[config.mk]
export PLATFORM = sky130hd
export DESIGN_NAME = rbw_dev_end_flat
export DESIGN_NICKNAME = d
export VERILOG_FILES = /design/src/design/rbw_pkg.sv /design/src/design/rbw_if.sv /design/src/design/rbw_dev_end.sv /design/src/flat_wrapper.sv
export SDC_FILE = /design/constraint.sdc
export NUM_CORES = 1
export LEC_CHECK = 0
export BUFFER_PORTS_ARGS = -buffer_cell sky130_fd_sc_hd__buf_2
export CAP_MARGIN = 30
export CELL_PAD_IN_SITES_DETAIL_PLACEMENT = 1
export CELL_PAD_IN_SITES_GLOBAL_PLACEMENT = 1
export CORE_ASPECT_RATIO = 1.5
export CORE_MARGIN = 1.5
export CORE_UTILIZATION = 46
export DETAILED_ROUTE_END_ITERATION = 16
export PLACE_DENSITY_LB_ADDON = 0.3
export SLEW_MARGIN = 20
export SYNTH_ARGS = -nofsm -noshare
export SYNTH_HDL_FRONTEND = slang
export SYNTH_SLANG_ARGS = --single-unit
[constraint.sdc]
create_clock -name clk_i -period 2.5 [get_ports clk_i]
set_clock_uncertainty 0.05 [all_clocks]
set_input_delay 0.125 -clock clk_i [delete_from_list [all_inputs] [get_ports clk_i]]
set_output_delay 0.125 -clock clk_i [all_outputs]
set_load 0.03 [all_outputs]
[src/design/rbw_pkg.sv]
// constants shared by the controller end and the device end
package rbw_pkg;
	// clocking and timing
	localparam int unsigned CLK_HZ = 20_000_000;
	localparam int unsigned WD_TIMEOUT_S = 2;
	localparam int unsigned WD_TIMEOUT_CYC_DEF = WD_TIMEOUT_S * CLK_HZ;
	localparam int unsigned WD_CNT_W = 26;
	localparam logic [3:0] RST_PULSE_CYC = 4'h8;
	localparam logic [2:0] STRAP_DELAY_CYC = 3'h4;
	// device register indexes
	localparam logic [3:0] IDX_GEN = 4'h0;
	localparam logic [3:0] IDX_RESET = 4'h1;
	localparam logic [3:0] IDX_SOFT = 4'h2;
	localparam logic [3:0] IDX_WD = 4'h3;
	localparam logic [3:0] IDX_SCRATCH = 4'h4;
	localparam logic [3:0] IDX_PINALT = 4'h5;
	// general control fields
	localparam int unsigned GEN_DIS_BIT = 0;
	localparam int unsigned GEN_BOOT_BIT = 1;
	localparam int unsigned GEN_BE_BIT = 2;
	localparam int unsigned GEN_OWNER_BIT = 3;
	localparam int unsigned GEN_MGMT_BIT = 4;
	localparam logic [4:0] GEN_RST_VAL = 5'h01;
	// straps
	localparam logic [3:0] STRAP_BOOT_LE = 4'h0;
	localparam logic [3:0] STRAP_BOOT_BE = 4'hc;
	localparam logic [3:0] STRAP_MGMT_A0 = 4'ha;
	localparam logic [3:0] STRAP_MGMT_A31 = 4'hb;
	// reset control fields
	localparam int unsigned RST_FORCE_BIT = 0;
	localparam int unsigned RST_CPU_ONLY_BIT = 1;
	localparam int unsigned RST_PROTECT_BIT = 2;
	localparam int unsigned SOFT_CHIP_BIT = 0;
	localparam int unsigned SOFT_SWITCH_BIT = 1;
	// watchdog fields
	localparam int unsigned WD_EN_BIT = 0;
	localparam int unsigned WD_STAT_BIT = 1;
	localparam int unsigned WD_LOCK_LSB = 8;
	localparam logic [7:0] WD_LOCK_KEY = 8'h5a;
	// pin alternate functions
	localparam logic [7:0] PINALT_RST_VAL = 8'h00;
	localparam logic [7:0] MGMT_PIN_MASK = 8'h03;
	// controller axi map
	localparam logic [11:0] A_CMD = 12'h000;
	localparam logic [11:0] A_WDATA = 12'h004;
	localparam logic [11:0] A_RDATA = 12'h008;
	localparam logic [11:0] A_STAT = 12'h00c;
	localparam logic [11:0] A_CTRL = 12'h010;
	localparam int unsigned CMD_IDX_LSB = 4;
	localparam int unsigned CMD_WE_BIT = 8;
	localparam logic [1:0] AXI_OKAY = 2'h0;
	localparam logic [1:0] AXI_SLVERR = 2'h2;
	// controller operations
	localparam logic [2:0] OP_RAW = 3'h0;
	localparam logic [2:0] OP_BOOT_FLASH = 3'h1;
	localparam logic [2:0] OP_BOOT_DDR = 3'h2;
	localparam logic [2:0] OP_WD_KICK = 3'h3;
	localparam logic [2:0] OP_CORE_RST = 3'h4;
	localparam logic [2:0] OP_CHIP_RST = 3'h5;
	localparam logic [2:0] OP_WD_STOP = 3'h6;
	typedef enum logic [1:0] {SEQ_RUN = 2'b01, SEQ_RST = 2'b10} rbw_seq_type;
	typedef enum logic [1:0] {H_IDLE = 2'b01, H_BUSY = 2'b10} rbw_host_type;
endpackage : rbw_pkg

[src/design/rbw_if.sv]
// register link between the two ends
`timescale 1ns/1ps
interface rbw_if;
	logic req;
	logic we;
	logic [3:0] addr;
	logic [31:0] wdata;
	logic [31:0] rdata;
	logic ack;
	modport dev (input req, input we, input addr, input wdata, output rdata, output ack);
	modport host (output req, output we, output addr, output wdata, input rdata, input ack);
endinterface : rbw_if

[src/design/rbw_dev_end.sv]
// reset, boot and watchdog device end
// Behaviour
// straps sampled after reset release load general control
// flash boot: owner 1, boot 1, disable 0
// ddr boot: boot 0, disable 0, endian bit
// owner 0 frees serial port, enables slave
// mgmt slave enable switches its pins over
// debug select low routes test port debug
// cpu 500, ddr 312.5, rest 250 MHz
// core force resets cpu and subsystem
// cpu-only keeps dma, pcie, ddr running
// software stops frame dma before subsystem reset
// switch register bus slaves escape core reset
// chip soft reset bit resets whole device
// protect bit spares cpu and subsystem
// protected chip reset needs dma stopped first
// switch-only reset keeps serdes and pll running
// scratch and pin alt survive soft resets
// watchdog two seconds, off after reset
// timeout gives same reset as core force
// bad lock use fires reset immediately
// cause status updated only during cpu reset
// lock key written together with enable
// cpu-only also limits watchdog reset
// enable without correct key is misuse
`timescale 1ns/1ps
module rbw_dev_end import rbw_pkg::*; #(
	parameter int unsigned WD_TIMEOUT_CYC = WD_TIMEOUT_CYC_DEF
) (
	// clock and reset
	input wire logic clk_i,
	input wire logic nrst_i,
	// register link
	rbw_if.dev rb,
	// pins
	input wire logic [3:0] strap_i,
	input wire logic debug_select_n_i,
	// reset outputs
	output logic cpu_rst_o,
	output logic sys_rst_o,
	output logic ddr_rst_o,
	output logic switch_rst_o,
	output logic serdes_pll_rst_o,
	// configuration outputs
	output logic processor_disable_o,
	output logic boot_map_enable_o,
	output logic processor_big_endian_o,
	output logic serial_if_owner_o,
	output logic serial_slave_enable_o,
	output logic mgmt_slave_enable_o,
	output logic [7:0] pin_alt_function_o,
	output logic jtag_to_debug_o
);
	localparam logic [WD_CNT_W-1:0] WD_LAST = WD_CNT_W'(WD_TIMEOUT_CYC - 1);

	function automatic logic [4:0] gen_from_strap(input logic [3:0] s);
		logic [4:0] g;
		g = GEN_RST_VAL;
		if (s == STRAP_BOOT_LE || s == STRAP_BOOT_BE) begin
			g = '0;
			g[GEN_BOOT_BIT] = 1'b1;
			g[GEN_OWNER_BIT] = 1'b1;
			g[GEN_BE_BIT] = (s == STRAP_BOOT_BE);
		end else if (s == STRAP_MGMT_A0 || s == STRAP_MGMT_A31) begin
			g[GEN_MGMT_BIT] = 1'b1;
		end
		return g;
	endfunction : gen_from_strap

	logic [3:0] strap_s1_r, strap_s2_r;
	logic dbg_s1_r, dbg_s2_r;
	logic [2:0] strap_cnt_r;
	logic [4:0] strap_gen_r;
	logic [4:0] gen_r;
	logic cpu_only_r, protect_r;
	logic [31:0] scratch_r;
	logic [7:0] pinalt_r;
	logic wd_en_r, wd_stat_r;
	logic [WD_CNT_W-1:0] wd_cnt_r;
	rbw_seq_type seq_r;
	logic [3:0] seq_cnt_r;
	logic hit_cpu_r, hit_sys_r, hit_sw_r, hit_serdes_r, cause_wd_r;
	logic ack_r;
	logic [31:0] rdata_r;

	logic take, wr_gen, wr_rst, wr_soft, wr_wd, key_ok, wd_misuse, wd_fire;
	logic core_evt, chip_evt, cpu_in_rst, sub_clr;

	assign take = rb.req && !ack_r;
	assign wr_gen = take && rb.we && rb.addr == IDX_GEN;
	assign wr_rst = take && rb.we && rb.addr == IDX_RESET;
	assign wr_soft = take && rb.we && rb.addr == IDX_SOFT;
	assign wr_wd = take && rb.we && rb.addr == IDX_WD;
	assign key_ok = rb.wdata[WD_LOCK_LSB +: 8] == WD_LOCK_KEY;
	assign wd_misuse = wr_wd && rb.wdata[WD_EN_BIT] && !key_ok;
	assign wd_fire = (wd_en_r && wd_cnt_r == WD_LAST) || wd_misuse;
	assign core_evt = (wr_rst && rb.wdata[RST_FORCE_BIT]) || wd_fire;
	assign chip_evt = wr_soft && (rb.wdata[SOFT_CHIP_BIT] || rb.wdata[SOFT_SWITCH_BIT]);
	assign cpu_in_rst = seq_r == SEQ_RST && hit_cpu_r;
	assign sub_clr = seq_r == SEQ_RST && hit_sys_r && hit_sw_r;

	// pin synchronisers
	always_ff @(posedge clk_i or negedge nrst_i) begin
		if (!nrst_i) begin
			strap_s1_r <= 4'h0;
			strap_s2_r <= 4'h0;
			dbg_s1_r <= 1'b1;
			dbg_s2_r <= 1'b1;
		end else begin
			strap_s1_r <= strap_i;
			strap_s2_r <= strap_s1_r;
			dbg_s1_r <= debug_select_n_i;
			dbg_s2_r <= dbg_s1_r;
		end
	end

	// strap capture shortly after release
	always_ff @(posedge clk_i or negedge nrst_i) begin
		if (!nrst_i) begin
			strap_cnt_r <= 3'h0;
			strap_gen_r <= GEN_RST_VAL;
		end else if (strap_cnt_r != STRAP_DELAY_CYC) begin
			strap_cnt_r <= strap_cnt_r + 3'h1;
			if (strap_cnt_r == STRAP_DELAY_CYC - 3'h1) begin
				strap_gen_r <= gen_from_strap(strap_s2_r);
			end
		end
	end

	// general control
	always_ff @(posedge clk_i or negedge nrst_i) begin
		if (!nrst_i) begin
			gen_r <= GEN_RST_VAL;
		end else if (strap_cnt_r == STRAP_DELAY_CYC - 3'h1) begin
			gen_r <= gen_from_strap(strap_s2_r);
		end else if (sub_clr) begin
			gen_r <= strap_gen_r;
		end else if (wr_gen) begin
			gen_r <= rb.wdata[4:0];
		end
	end

	// reset protection options
	always_ff @(posedge clk_i or negedge nrst_i) begin
		if (!nrst_i) begin
			cpu_only_r <= 1'b0;
			protect_r <= 1'b0;
		end else if (sub_clr) begin
			cpu_only_r <= 1'b0;
			protect_r <= 1'b0;
		end else if (wr_rst) begin
			cpu_only_r <= rb.wdata[RST_CPU_ONLY_BIT];
			protect_r <= rb.wdata[RST_PROTECT_BIT];
		end
	end

	// scratch and pin alt, external reset only
	always_ff @(posedge clk_i or negedge nrst_i) begin
		if (!nrst_i) begin
			scratch_r <= 32'h0;
			pinalt_r <= PINALT_RST_VAL;
		end else begin
			if (take && rb.we && rb.addr == IDX_SCRATCH) begin
				scratch_r <= rb.wdata;
			end
			if (take && rb.we && rb.addr == IDX_PINALT) begin
				pinalt_r <= rb.wdata[7:0];
			end
		end
	end

	// watchdog
	always_ff @(posedge clk_i or negedge nrst_i) begin
		if (!nrst_i) begin
			wd_en_r <= 1'b0;
			wd_cnt_r <= '0;
		end else if (cpu_in_rst) begin
			wd_en_r <= 1'b0;
			wd_cnt_r <= '0;
		end else if (wr_wd && key_ok) begin
			wd_en_r <= rb.wdata[WD_EN_BIT];
			wd_cnt_r <= '0;
		end else if (wd_en_r && wd_cnt_r != WD_LAST) begin
			wd_cnt_r <= wd_cnt_r + 1'b1;
		end
	end

	// cause status, only while cpu held
	always_ff @(posedge clk_i or negedge nrst_i) begin
		if (!nrst_i) begin
			wd_stat_r <= 1'b0;
		end else if (cpu_in_rst) begin
			wd_stat_r <= cause_wd_r;
		end
	end

	// soft reset sequencer
	always_ff @(posedge clk_i or negedge nrst_i) begin
		if (!nrst_i) begin
			seq_r <= SEQ_RUN;
			seq_cnt_r <= 4'h0;
			hit_cpu_r <= 1'b0;
			hit_sys_r <= 1'b0;
			hit_sw_r <= 1'b0;
			hit_serdes_r <= 1'b0;
			cause_wd_r <= 1'b0;
		end else begin
			case (seq_r)
				SEQ_RUN: begin
					if (core_evt || chip_evt) begin
						seq_r <= SEQ_RST;
						seq_cnt_r <= RST_PULSE_CYC;
						hit_cpu_r <= core_evt || !protect_r;
						hit_sys_r <= (core_evt && !cpu_only_r) || (chip_evt && !core_evt && !protect_r);
						hit_sw_r <= chip_evt && !core_evt;
						hit_serdes_r <= chip_evt && !core_evt && rb.wdata[SOFT_CHIP_BIT];
						cause_wd_r <= wd_fire;
					end
				end
				SEQ_RST: begin
					seq_cnt_r <= seq_cnt_r - 4'h1;
					if (seq_cnt_r == 4'h1) begin
						seq_r <= SEQ_RUN;
						hit_cpu_r <= 1'b0;
						hit_sys_r <= 1'b0;
						hit_sw_r <= 1'b0;
						hit_serdes_r <= 1'b0;
					end
				end
				default: begin
					seq_r <= SEQ_RUN;
				end
			endcase
		end
	end

	// register link answer
	always_ff @(posedge clk_i or negedge nrst_i) begin
		if (!nrst_i) begin
			ack_r <= 1'b0;
			rdata_r <= 32'h0;
		end else begin
			ack_r <= take;
			if (take) begin
				case (rb.addr)
					IDX_GEN: rdata_r <= {27'h0, gen_r};
					IDX_RESET: rdata_r <= {29'h0, protect_r, cpu_only_r, 1'b0};
					IDX_WD: rdata_r <= {30'h0, wd_stat_r, wd_en_r};
					IDX_SCRATCH: rdata_r <= scratch_r;
					IDX_PINALT: rdata_r <= {24'h0, pinalt_r};
					default: rdata_r <= 32'h0;
				endcase
			end
		end
	end
	assign rb.ack = ack_r;
	assign rb.rdata = rdata_r;

	// registered outputs, one per domain
	always_ff @(posedge clk_i or negedge nrst_i) begin
		if (!nrst_i) begin
			cpu_rst_o <= 1'b1;
			sys_rst_o <= 1'b1;
			ddr_rst_o <= 1'b1;
			switch_rst_o <= 1'b1;
			serdes_pll_rst_o <= 1'b1;
			processor_disable_o <= 1'b1;
			boot_map_enable_o <= 1'b0;
			processor_big_endian_o <= 1'b0;
			serial_if_owner_o <= 1'b0;
			serial_slave_enable_o <= 1'b1;
			mgmt_slave_enable_o <= 1'b0;
			pin_alt_function_o <= PINALT_RST_VAL;
			jtag_to_debug_o <= 1'b0;
		end else begin
			cpu_rst_o <= cpu_in_rst;
			sys_rst_o <= seq_r == SEQ_RST && hit_sys_r;
			ddr_rst_o <= seq_r == SEQ_RST && hit_sys_r;
			switch_rst_o <= seq_r == SEQ_RST && hit_sw_r;
			serdes_pll_rst_o <= seq_r == SEQ_RST && hit_serdes_r;
			processor_disable_o <= gen_r[GEN_DIS_BIT];
			boot_map_enable_o <= gen_r[GEN_BOOT_BIT];
			processor_big_endian_o <= gen_r[GEN_BE_BIT];
			serial_if_owner_o <= gen_r[GEN_OWNER_BIT];
			serial_slave_enable_o <= !gen_r[GEN_OWNER_BIT];
			mgmt_slave_enable_o <= gen_r[GEN_MGMT_BIT];
			pin_alt_function_o <= pinalt_r | (gen_r[GEN_MGMT_BIT] ? MGMT_PIN_MASK : 8'h00);
			jtag_to_debug_o <= !dbg_s2_r;
		end
	end
endmodule : rbw_dev_end

[src/flat_wrapper.sv]
// flat-port wrapper written by rule: the top's interface ports become plain ports
module rbw_dev_end_flat import rbw_pkg::*;
#(
	parameter int unsigned WD_TIMEOUT_CYC = WD_TIMEOUT_CYC_DEF
)
  (clk_i, nrst_i, strap_i, debug_select_n_i, cpu_rst_o, sys_rst_o, ddr_rst_o, switch_rst_o, serdes_pll_rst_o, processor_disable_o, boot_map_enable_o, processor_big_endian_o, serial_if_owner_o, serial_slave_enable_o, mgmt_slave_enable_o, pin_alt_function_o, jtag_to_debug_o, rb_req, rb_we, rb_addr, rb_wdata, rb_rdata, rb_ack);
  rbw_if rb_i ();
  input wire logic clk_i;
  input wire logic nrst_i;
  input wire logic [3:0] strap_i;
  input wire logic debug_select_n_i;
  output logic cpu_rst_o;
  output logic sys_rst_o;
  output logic ddr_rst_o;
  output logic switch_rst_o;
  output logic serdes_pll_rst_o;
  output logic processor_disable_o;
  output logic boot_map_enable_o;
  output logic processor_big_endian_o;
  output logic serial_if_owner_o;
  output logic serial_slave_enable_o;
  output logic mgmt_slave_enable_o;
  output logic [7:0] pin_alt_function_o;
  output logic jtag_to_debug_o;
  input wire logic [$bits(rb_i.req)-1:0] rb_req;
  input wire logic [$bits(rb_i.we)-1:0] rb_we;
  input wire logic [$bits(rb_i.addr)-1:0] rb_addr;
  input wire logic [$bits(rb_i.wdata)-1:0] rb_wdata;
  output wire logic [$bits(rb_i.rdata)-1:0] rb_rdata;
  output wire logic [$bits(rb_i.ack)-1:0] rb_ack;
  assign rb_i.req = rb_req;
  assign rb_i.we = rb_we;
  assign rb_i.addr = rb_addr;
  assign rb_i.wdata = rb_wdata;
  assign rb_rdata = rb_i.rdata;
  assign rb_ack = rb_i.ack;
  rbw_dev_end #(.WD_TIMEOUT_CYC(WD_TIMEOUT_CYC)) u_core (.clk_i(clk_i), .nrst_i(nrst_i), .rb(rb_i), .strap_i(strap_i), .debug_select_n_i(debug_select_n_i), .cpu_rst_o(cpu_rst_o), .sys_rst_o(sys_rst_o), .ddr_rst_o(ddr_rst_o), .switch_rst_o(switch_rst_o), .serdes_pll_rst_o(serdes_pll_rst_o), .processor_disable_o(processor_disable_o), .boot_map_enable_o(boot_map_enable_o), .processor_big_endian_o(processor_big_endian_o), .serial_if_owner_o(serial_if_owner_o), .serial_slave_enable_o(serial_slave_enable_o), .mgmt_slave_enable_o(mgmt_slave_enable_o), .pin_alt_function_o(pin_alt_function_o), .jtag_to_debug_o(jtag_to_debug_o));
endmodule
==> impl_metrics.env, run 1 <==
export IMPL_synth_nets=580
export IMPL_synth_area_um2=6530
export IMPL_clockBufferDepth=2
export IMPL_slew_violations=0
export IMPL_leakage_nw=3.92
export IMPL_netlist_instances=527
export IMPL_arrival_ps=2600
export IMPL_yosysUniqueCellTypes=67
export IMPL_finalHoldViolCount=0
export IMPL_ys_warn_count=0
export IMPL_setup_worst_path_start_class="input pin"
export IMPL_h_tree_depth=4
export IMPL_place_hpwl_um=11000
export IMPL_slew_headroom_pct=58.1
export IMPL_die_h_um=149
export IMPL_setup_viol=0
export IMPL_min_period_ps=2330
export IMPL_grt_util_all_layers_pct=24.8
export IMPL_synth_edf_count=0
export IMPL_drt_total_wl_um=17200
export IMPL_initial_core_util_pct=46.9
export IMPL_fin_tns_setup_ps=0
export IMPL_synth_seq_cells=155
export IMPL_area_growth_pct=25.3
export IMPL_remaining_drc_errors=0
export IMPL_final_cell_mix="144 x dfrtp_1, 96 x buf_2, 47 x nor2_1, 39 x dlygate4sd3_1, 36 x nand2_1"
export IMPL_total_power_mw=7.19
export IMPL_rsz0062_at_grt="no"
export IMPL_root_buffer="clkbuf_16"
export IMPL_design_area_um2=8180
export IMPL_worst_slew_pin_slew_ps=622
export IMPL_overflow=0
export IMPL_synth_flop_cell="dfrtp_1"
export IMPL_final_cell_count_no_fill=850
export IMPL_clock_latency_ps=420
export IMPL_path_clk_slew_ps=70
export IMPL_placed_area_um2=7210
export IMPL_nets=724
export IMPL_required_ps=2770
export IMPL_fp_row_count=53
export IMPL_path_max_fanout=10
export IMPL_hold_class="in -> reg"
export IMPL_fp_dieArea_um2=14900
export IMPL_drtAntennaViolNets=0
export IMPL_status="finished, final reports clean"
export IMPL_port_buffers=97
export IMPL_fmax_mhz=430
export IMPL_core_area_um2=13900
export IMPL_first_iter_violations=158
export IMPL_avgRoutedWirePerCell_um=20.3
export IMPL_holdWs_ps=113
export IMPL_grt_max_degree=65
export IMPL_cts_buffers=17
export IMPL_async_reset_ff_share_pct=100
export IMPL_avgSynthCellArea_um2=12.4
export IMPL_r2r_slack_ps=200
export IMPL_firstDrtPassIters=4
export IMPL_drv_cap=0
export IMPL_seq_area_um2=3890
export IMPL_antenna_found_initial=1
export IMPL_grt_pass1_wl_um=28100
export IMPL_power_density_nw_per_um2=880
export IMPL_fin_crit_sh_pct=93.0
export IMPL_fillers=1449
export IMPL_final_common_cell="dfrtp_1"
export IMPL_vias_per_cell=5.58
export IMPL_finalWeightedCongestion=0.843
export IMPL_cts_tree="done"
export IMPL_route_vias_total=4742
export IMPL_place_inst=778
export IMPL_io_pins=98
export IMPL_max_vdd_ir_drop_mv=0.467
export IMPL_end_kind="flip-flop"
export IMPL_multi_input_area_um2=2460
export IMPL_yosysSeqAreaShare_pct=59.7
export IMPL_cts_sinks=155
export IMPL_drive_above_1_share_pct=29.4
export IMPL_grt_pass1_vias=5312
export IMPL_die_w_um=100
export IMPL_path_class="in -> reg"
synthesized netlist by cell type (2+ instances only):
master,instances,area share (%)
dfrtp_1,144,55
nand2b_1,4,0.38
o21ai_0,20,1.5
or3_1,2,0.19
a21oi_1,8,0.61
ha_1,8,1.5
o31ai_1,5,0.58
mux2i_1,12,1.8
buf_4,2,0.23
nand3_1,11,0.84
nor3b_1,2,0.23
and3_1,5,0.48
nand4_1,13,1.2
and4_1,2,0.27
and2_1,5,0.48
o22ai_1,2,0.19
dfstp_2,11,4.4
buf_2,6,0.46
or2_2,3,0.29
xor2_1,18,2.4
o21a_1,3,0.35
nor3_1,4,0.31
nor4_4,2,0.65
clkbuf_1,13,0.75
xnor2_1,9,1.2
nor2_1,47,2.7
mux2_2,32,5.5
mux2_1,11,1.9
inv_1,19,1.1
nand2_1,36,2.1
nor4b_4,2,0.73
a22o_1,30,4.0
nor4bb_1,2,0.31
layer usage:
layer | part of all wire (%) | vias to the layer above | routed length [um] | GRT usage (%)
li1 | - | 2145 | - | -
met1 | 38 | 2444 | 6540 | 28.0
met2 | 55 | 117 | 9480 | 45.3
met3 | 4.1 | 36 | 702 | 5.25
met4 | 2.8 | 0 | 486 | 9.65
met5 | 0 | - | 0 | 0
critical path, stage by stage:
cell and delay, ps:
dlygate4sd3_1 530, buf_2 130, nor4bb_1 390, nand2_1 210, nor4b_4 190, nor4_4 550, a22oi_1 180, a311oi_1 280
where the power goes:
| part | internal [mW] | leakage [nW] | switching, mW |
|---|---|---|---|
| Clock | 1.34 | 0.282 | 1.18 |
| Combinational | 0.594 | 1.71 | 0.793 |
| Sequential | 2.92 | 1.92 | 0.363 |
sequential cells by signal, summed over array words and instances (netlist names), 4 cells and up:
name / count
u_core.gen_r: 5
u_core.pin_alt_function_o: 8
u_core.pinalt_r: 8
u_core.rb.rdata: 32
u_core.scratch_r: 32
u_core.seq_cnt_r: 4
u_core.strap_gen_r: 4
u_core.strap_s1_r: 4
u_core.strap_s2_r: 4
u_core.wd_cnt_r: 26
through the flow:
step | worst slack [ps] | util, %
global placement | 346 | 51.8
global route | 95.9 | 58.7
CTS | 215 | 58.7
floorplan | 315 | -
finish | 174 | 58.7
detailed placement | 254 | 51.8
worst paths after layout:
check                                               start                              end  depth (start not counted)
hold / removal                                 rb_addr[3]   u_core.rb.rdata[2]$_DFFE_PN0N_                          4
hold reg to reg            u_core.strap_s1_r[0]$_DFF_PN0_   u_core.strap_s2_r[0]$_DFF_PN0_                          0
max in group asynchronous                          nrst_i  u_core.scratch_r[7]$_DFFE_PN0P_                          3
setup reg to reg           u_core.wd_cnt_r[9]$_DFFE_PN0P_     u_core.hit_cpu_r$_DFFE_PN0P_                          6
min in group asynchronous                          nrst_i   u_core.wd_cnt_r[5]$_DFFE_PN0P_                          2
setup / recovery                              rb_wdata[8]  u_core.seq_cnt_r[2]$_DFFE_PN0P_                          8
layout make-up:
| type | count | share of cell area [%] |
|---|---|---|
| flip-flops and latches | 155 | 47.6 |
| multi-input cells | 330 | 30.1 |
| repair buffers | 147 | 11.8 |
| clock buffers | 18 | 5.25 |
| well taps | 165 | 2.52 |
| clock inverters | 14 | 1.82 |
| inverters | 20 | 0.933 |
| diodes | 1 | 0.0306 |
kinds of logic after synthesis:
kind of cell / share of synthesized area (%)
simple gates: 13.6
flops: 59.7
compound gates: 9.32
mux: 9.61
buf+inv: 2.67
xor+xnor: 3.62
fa+ha+maj: 1.53
what timing repair did:
action / 4_1_cts / 5_1_grt
hold buffers: 39 / 0
setup endpoints to repair: 0 / 0
buffers inserted: 0 / 0
resized for setup: 0 / 0
hold endpoints to repair: 99 / 0
(Power assumes the default switching activity.)
==> inputs of run 2 (changes only) <==
GPL_TIMING_DRIVEN = 0   (was not set)
RECOVER_POWER = 50   (was not set)
==> run 2 against run 1 <==
Compared with the run above:
- the flow now finishes with violations (capacitance limit, slew limit)
- count of clock-buffer cells in the layout stayed put
- clock power up 2%
- setup slack improved by 11 ps
- critical path depth decreased by 1
- sequential power barely moved
- register-to-register slack got worse by 20 ps
- die area stayed put
- largest power group unchanged
==> impl_metrics.env, run 2 (synthesis results as in run 1) <==
export IMPL_status="finished, violations left"
export IMPL_violations="capacitance limit, slew limit"
export IMPL_fillers=1473
export IMPL_multi_input_area_um2=2460
export IMPL_grt_pass1_vias=5429
export IMPL_regToRegEndpoint="u_core.hit_sys_r$_DFFE_PN0P_"
export IMPL_leakage_nw=3.76
export IMPL_ff2ff_path_depth=7
export IMPL_remaining_drc_errors=0
export IMPL_initial_core_util_pct=46.9
export IMPL_final_common_cell="dfrtp_1"
export IMPL_rsz0062_at_grt="no"
export IMPL_route_vias_total=4795
export IMPL_clockBufferDepth=2
export IMPL_clock_latency_ps=420
export IMPL_avgRoutedWirePerCell_um=20.5
export IMPL_grt_pass1_wl_um=28700
export IMPL_drt_total_wl_um=17700
export IMPL_core_area_um2=13900
export IMPL_whs_path_depth=3
export IMPL_placed_area_um2=7240
export IMPL_max_vdd_ir_drop_mv=0.520
export IMPL_antenna_found_initial=0
export IMPL_die_h_um=149
export IMPL_finalWeightedCongestion=0.783
export IMPL_drv_cap=1
export IMPL_cts_sinks=155
export IMPL_nets=736
export IMPL_required_ps=2750
export IMPL_slew_violations=64
export IMPL_setup_ws_ps=185
export IMPL_design_area_um2=8180
export IMPL_h_tree_depth=4
export IMPL_path_class="reg -> reg"
export IMPL_overflow=0
export IMPL_arrival_ps=2570
export IMPL_grt_max_degree=93
export IMPL_grt_util_all_layers_pct=25.5
export IMPL_fp_row_count=53
export IMPL_min_from="rb_addr[0]"
export IMPL_post_place_ws_ps=175
export IMPL_path_max_fanout=7
export IMPL_worst_slew_pin_slew_ps=1630
export IMPL_slew_headroom_pct=-8.34
export IMPL_drive_above_1_share_pct=22.8
export IMPL_io_pins=98
export IMPL_drtAntennaViolNets=0
export IMPL_setup_worst_path_start_class="flip-flop"
export IMPL_root_buffer="clkbuf_16"
export IMPL_power_density_nw_per_um2=887
export IMPL_cts_tree="done"
export IMPL_hold_class="in -> reg"
export IMPL_fp_dieArea_um2=14900
export IMPL_place_hpwl_um=11100
export IMPL_finalHoldViolCount=0
export IMPL_whs_endpoint="u_core.rb.rdata[8]$_DFFE_PN0N_"
export IMPL_r2r_slack_ps=180
export IMPL_fin_util_pct=58.8
export IMPL_vias_per_cell=5.57
export IMPL_path_clk_slew_ps=60
export IMPL_die_w_um=100
export IMPL_fin_crit_sh_pct=92.6
export IMPL_area_growth_pct=25.4
export IMPL_fmax_mhz=432
export IMPL_end_kind="flip-flop"
export IMPL_cts_buffers=17
export IMPL_min_period_ps=2320
export IMPL_seq_area_um2=3890
export IMPL_first_iter_violations=179
export IMPL_antenna_diode_count=0
export IMPL_reg2reg_from="u_core.rb.ack$_DFF_PN0_"
export IMPL_firstDrtPassIters=4
export IMPL_final_cell_mix="144 x dfrtp_1, 59 x buf_2, 52 x clkbuf_1, 47 x nor2_1, 39 x dlygate4sd3_1"
export IMPL_port_buffers=95
export IMPL_setup_viol=0
==> run 2: timing repair <==
action                                  in CTS  in global routing
resized for setup                            0                  4
hold buffers                                39                  0
endpoints found under the setup margin       0                 22
setup buffers                                0                  2
hold endpoints to repair                   110                  0
==> run 2: area by class of cell <==
| cell class | count | area share (%) |
|---|---|---|
| Timing Repair Buffer | 137 | 10.5 |
| Clock inverter | 14 | 1.85 |
| Sequential cell | 155 | 47.6 |
| Tap cell | 165 | 2.52 |
| Multi-Input combinational cell | 330 | 30.1 |
| Buffer | 22 | 1.22 |
| Inverter | 20 | 0.933 |
| Clock buffer | 18 | 5.37 |
==> run 2: worst max-delay path: stages (launching register included) <==
cell and delay, ps:
dfrtp_1 390, nand2b_4 170, clkinv_2 120, nand3_1 220, nor4b_4 520, nor4_4 110, a211o_1 370, a22o_1 260
==> run 2: how the worst max path moves through the flow <==
stage                                      end  cells past startpoint  slack (ps)                    start
5_1_grt           u_core.hit_sys_r$_DFFE_PN0P_                      7          50  u_core.rb.ack$_DFF_PN0_
3_3_place_gp    u_core.strap_s1_r[2]$_DFF_PN0_                      1        -900                   nrst_i
3_5_place_dp   u_core.wd_cnt_r[16]$_DFFE_PN0P_                      8         170  u_core.rb.ack$_DFF_PN0_
4_1_cts        u_core.wd_cnt_r[14]$_DFFE_PN0P_                      8         120  u_core.rb.ack$_DFF_PN0_
2_1_floorplan     u_core.hit_cpu_r$_DFFE_PN0P_                      7         310  u_core.rb.ack$_DFF_PN0_
6_report          u_core.hit_sys_r$_DFFE_PN0P_                      7         180  u_core.rb.ack$_DFF_PN0_
==> run 2: where the power goes <==
part / leakage (nW) / internal [mW] / switching, mW
combinational: 1.56 / 0.582 / 0.802
clock: 0.285 / 1.44 / 1.14
sequential: 1.92 / 2.92 / 0.369
==> run 2: through the flow <==
step | power [mW] | hold slack, ps | cells | setup TNS (ps)
finish | 7.26 | 133 | 861 | 0
global route | 7.59 | 133 | 861 | 0
global placement | 4.52 | 180 | 787 | -127020
detailed placement | 4.63 | 55.3 | 788 | 0
floorplan | 4.17 | -221 | 527 | 0
CTS | 7.30 | 102 | 859 | 0
==> run 2: routing by layer <==
metal  track usage [%]  up-vias  routed length, um
li1                  -     2167                  -
met1              27.7     2501               6650
met2              47.4       94              10000
met3              4.55       33                511
met4              11.7        0                506
met5                 0        -                  0
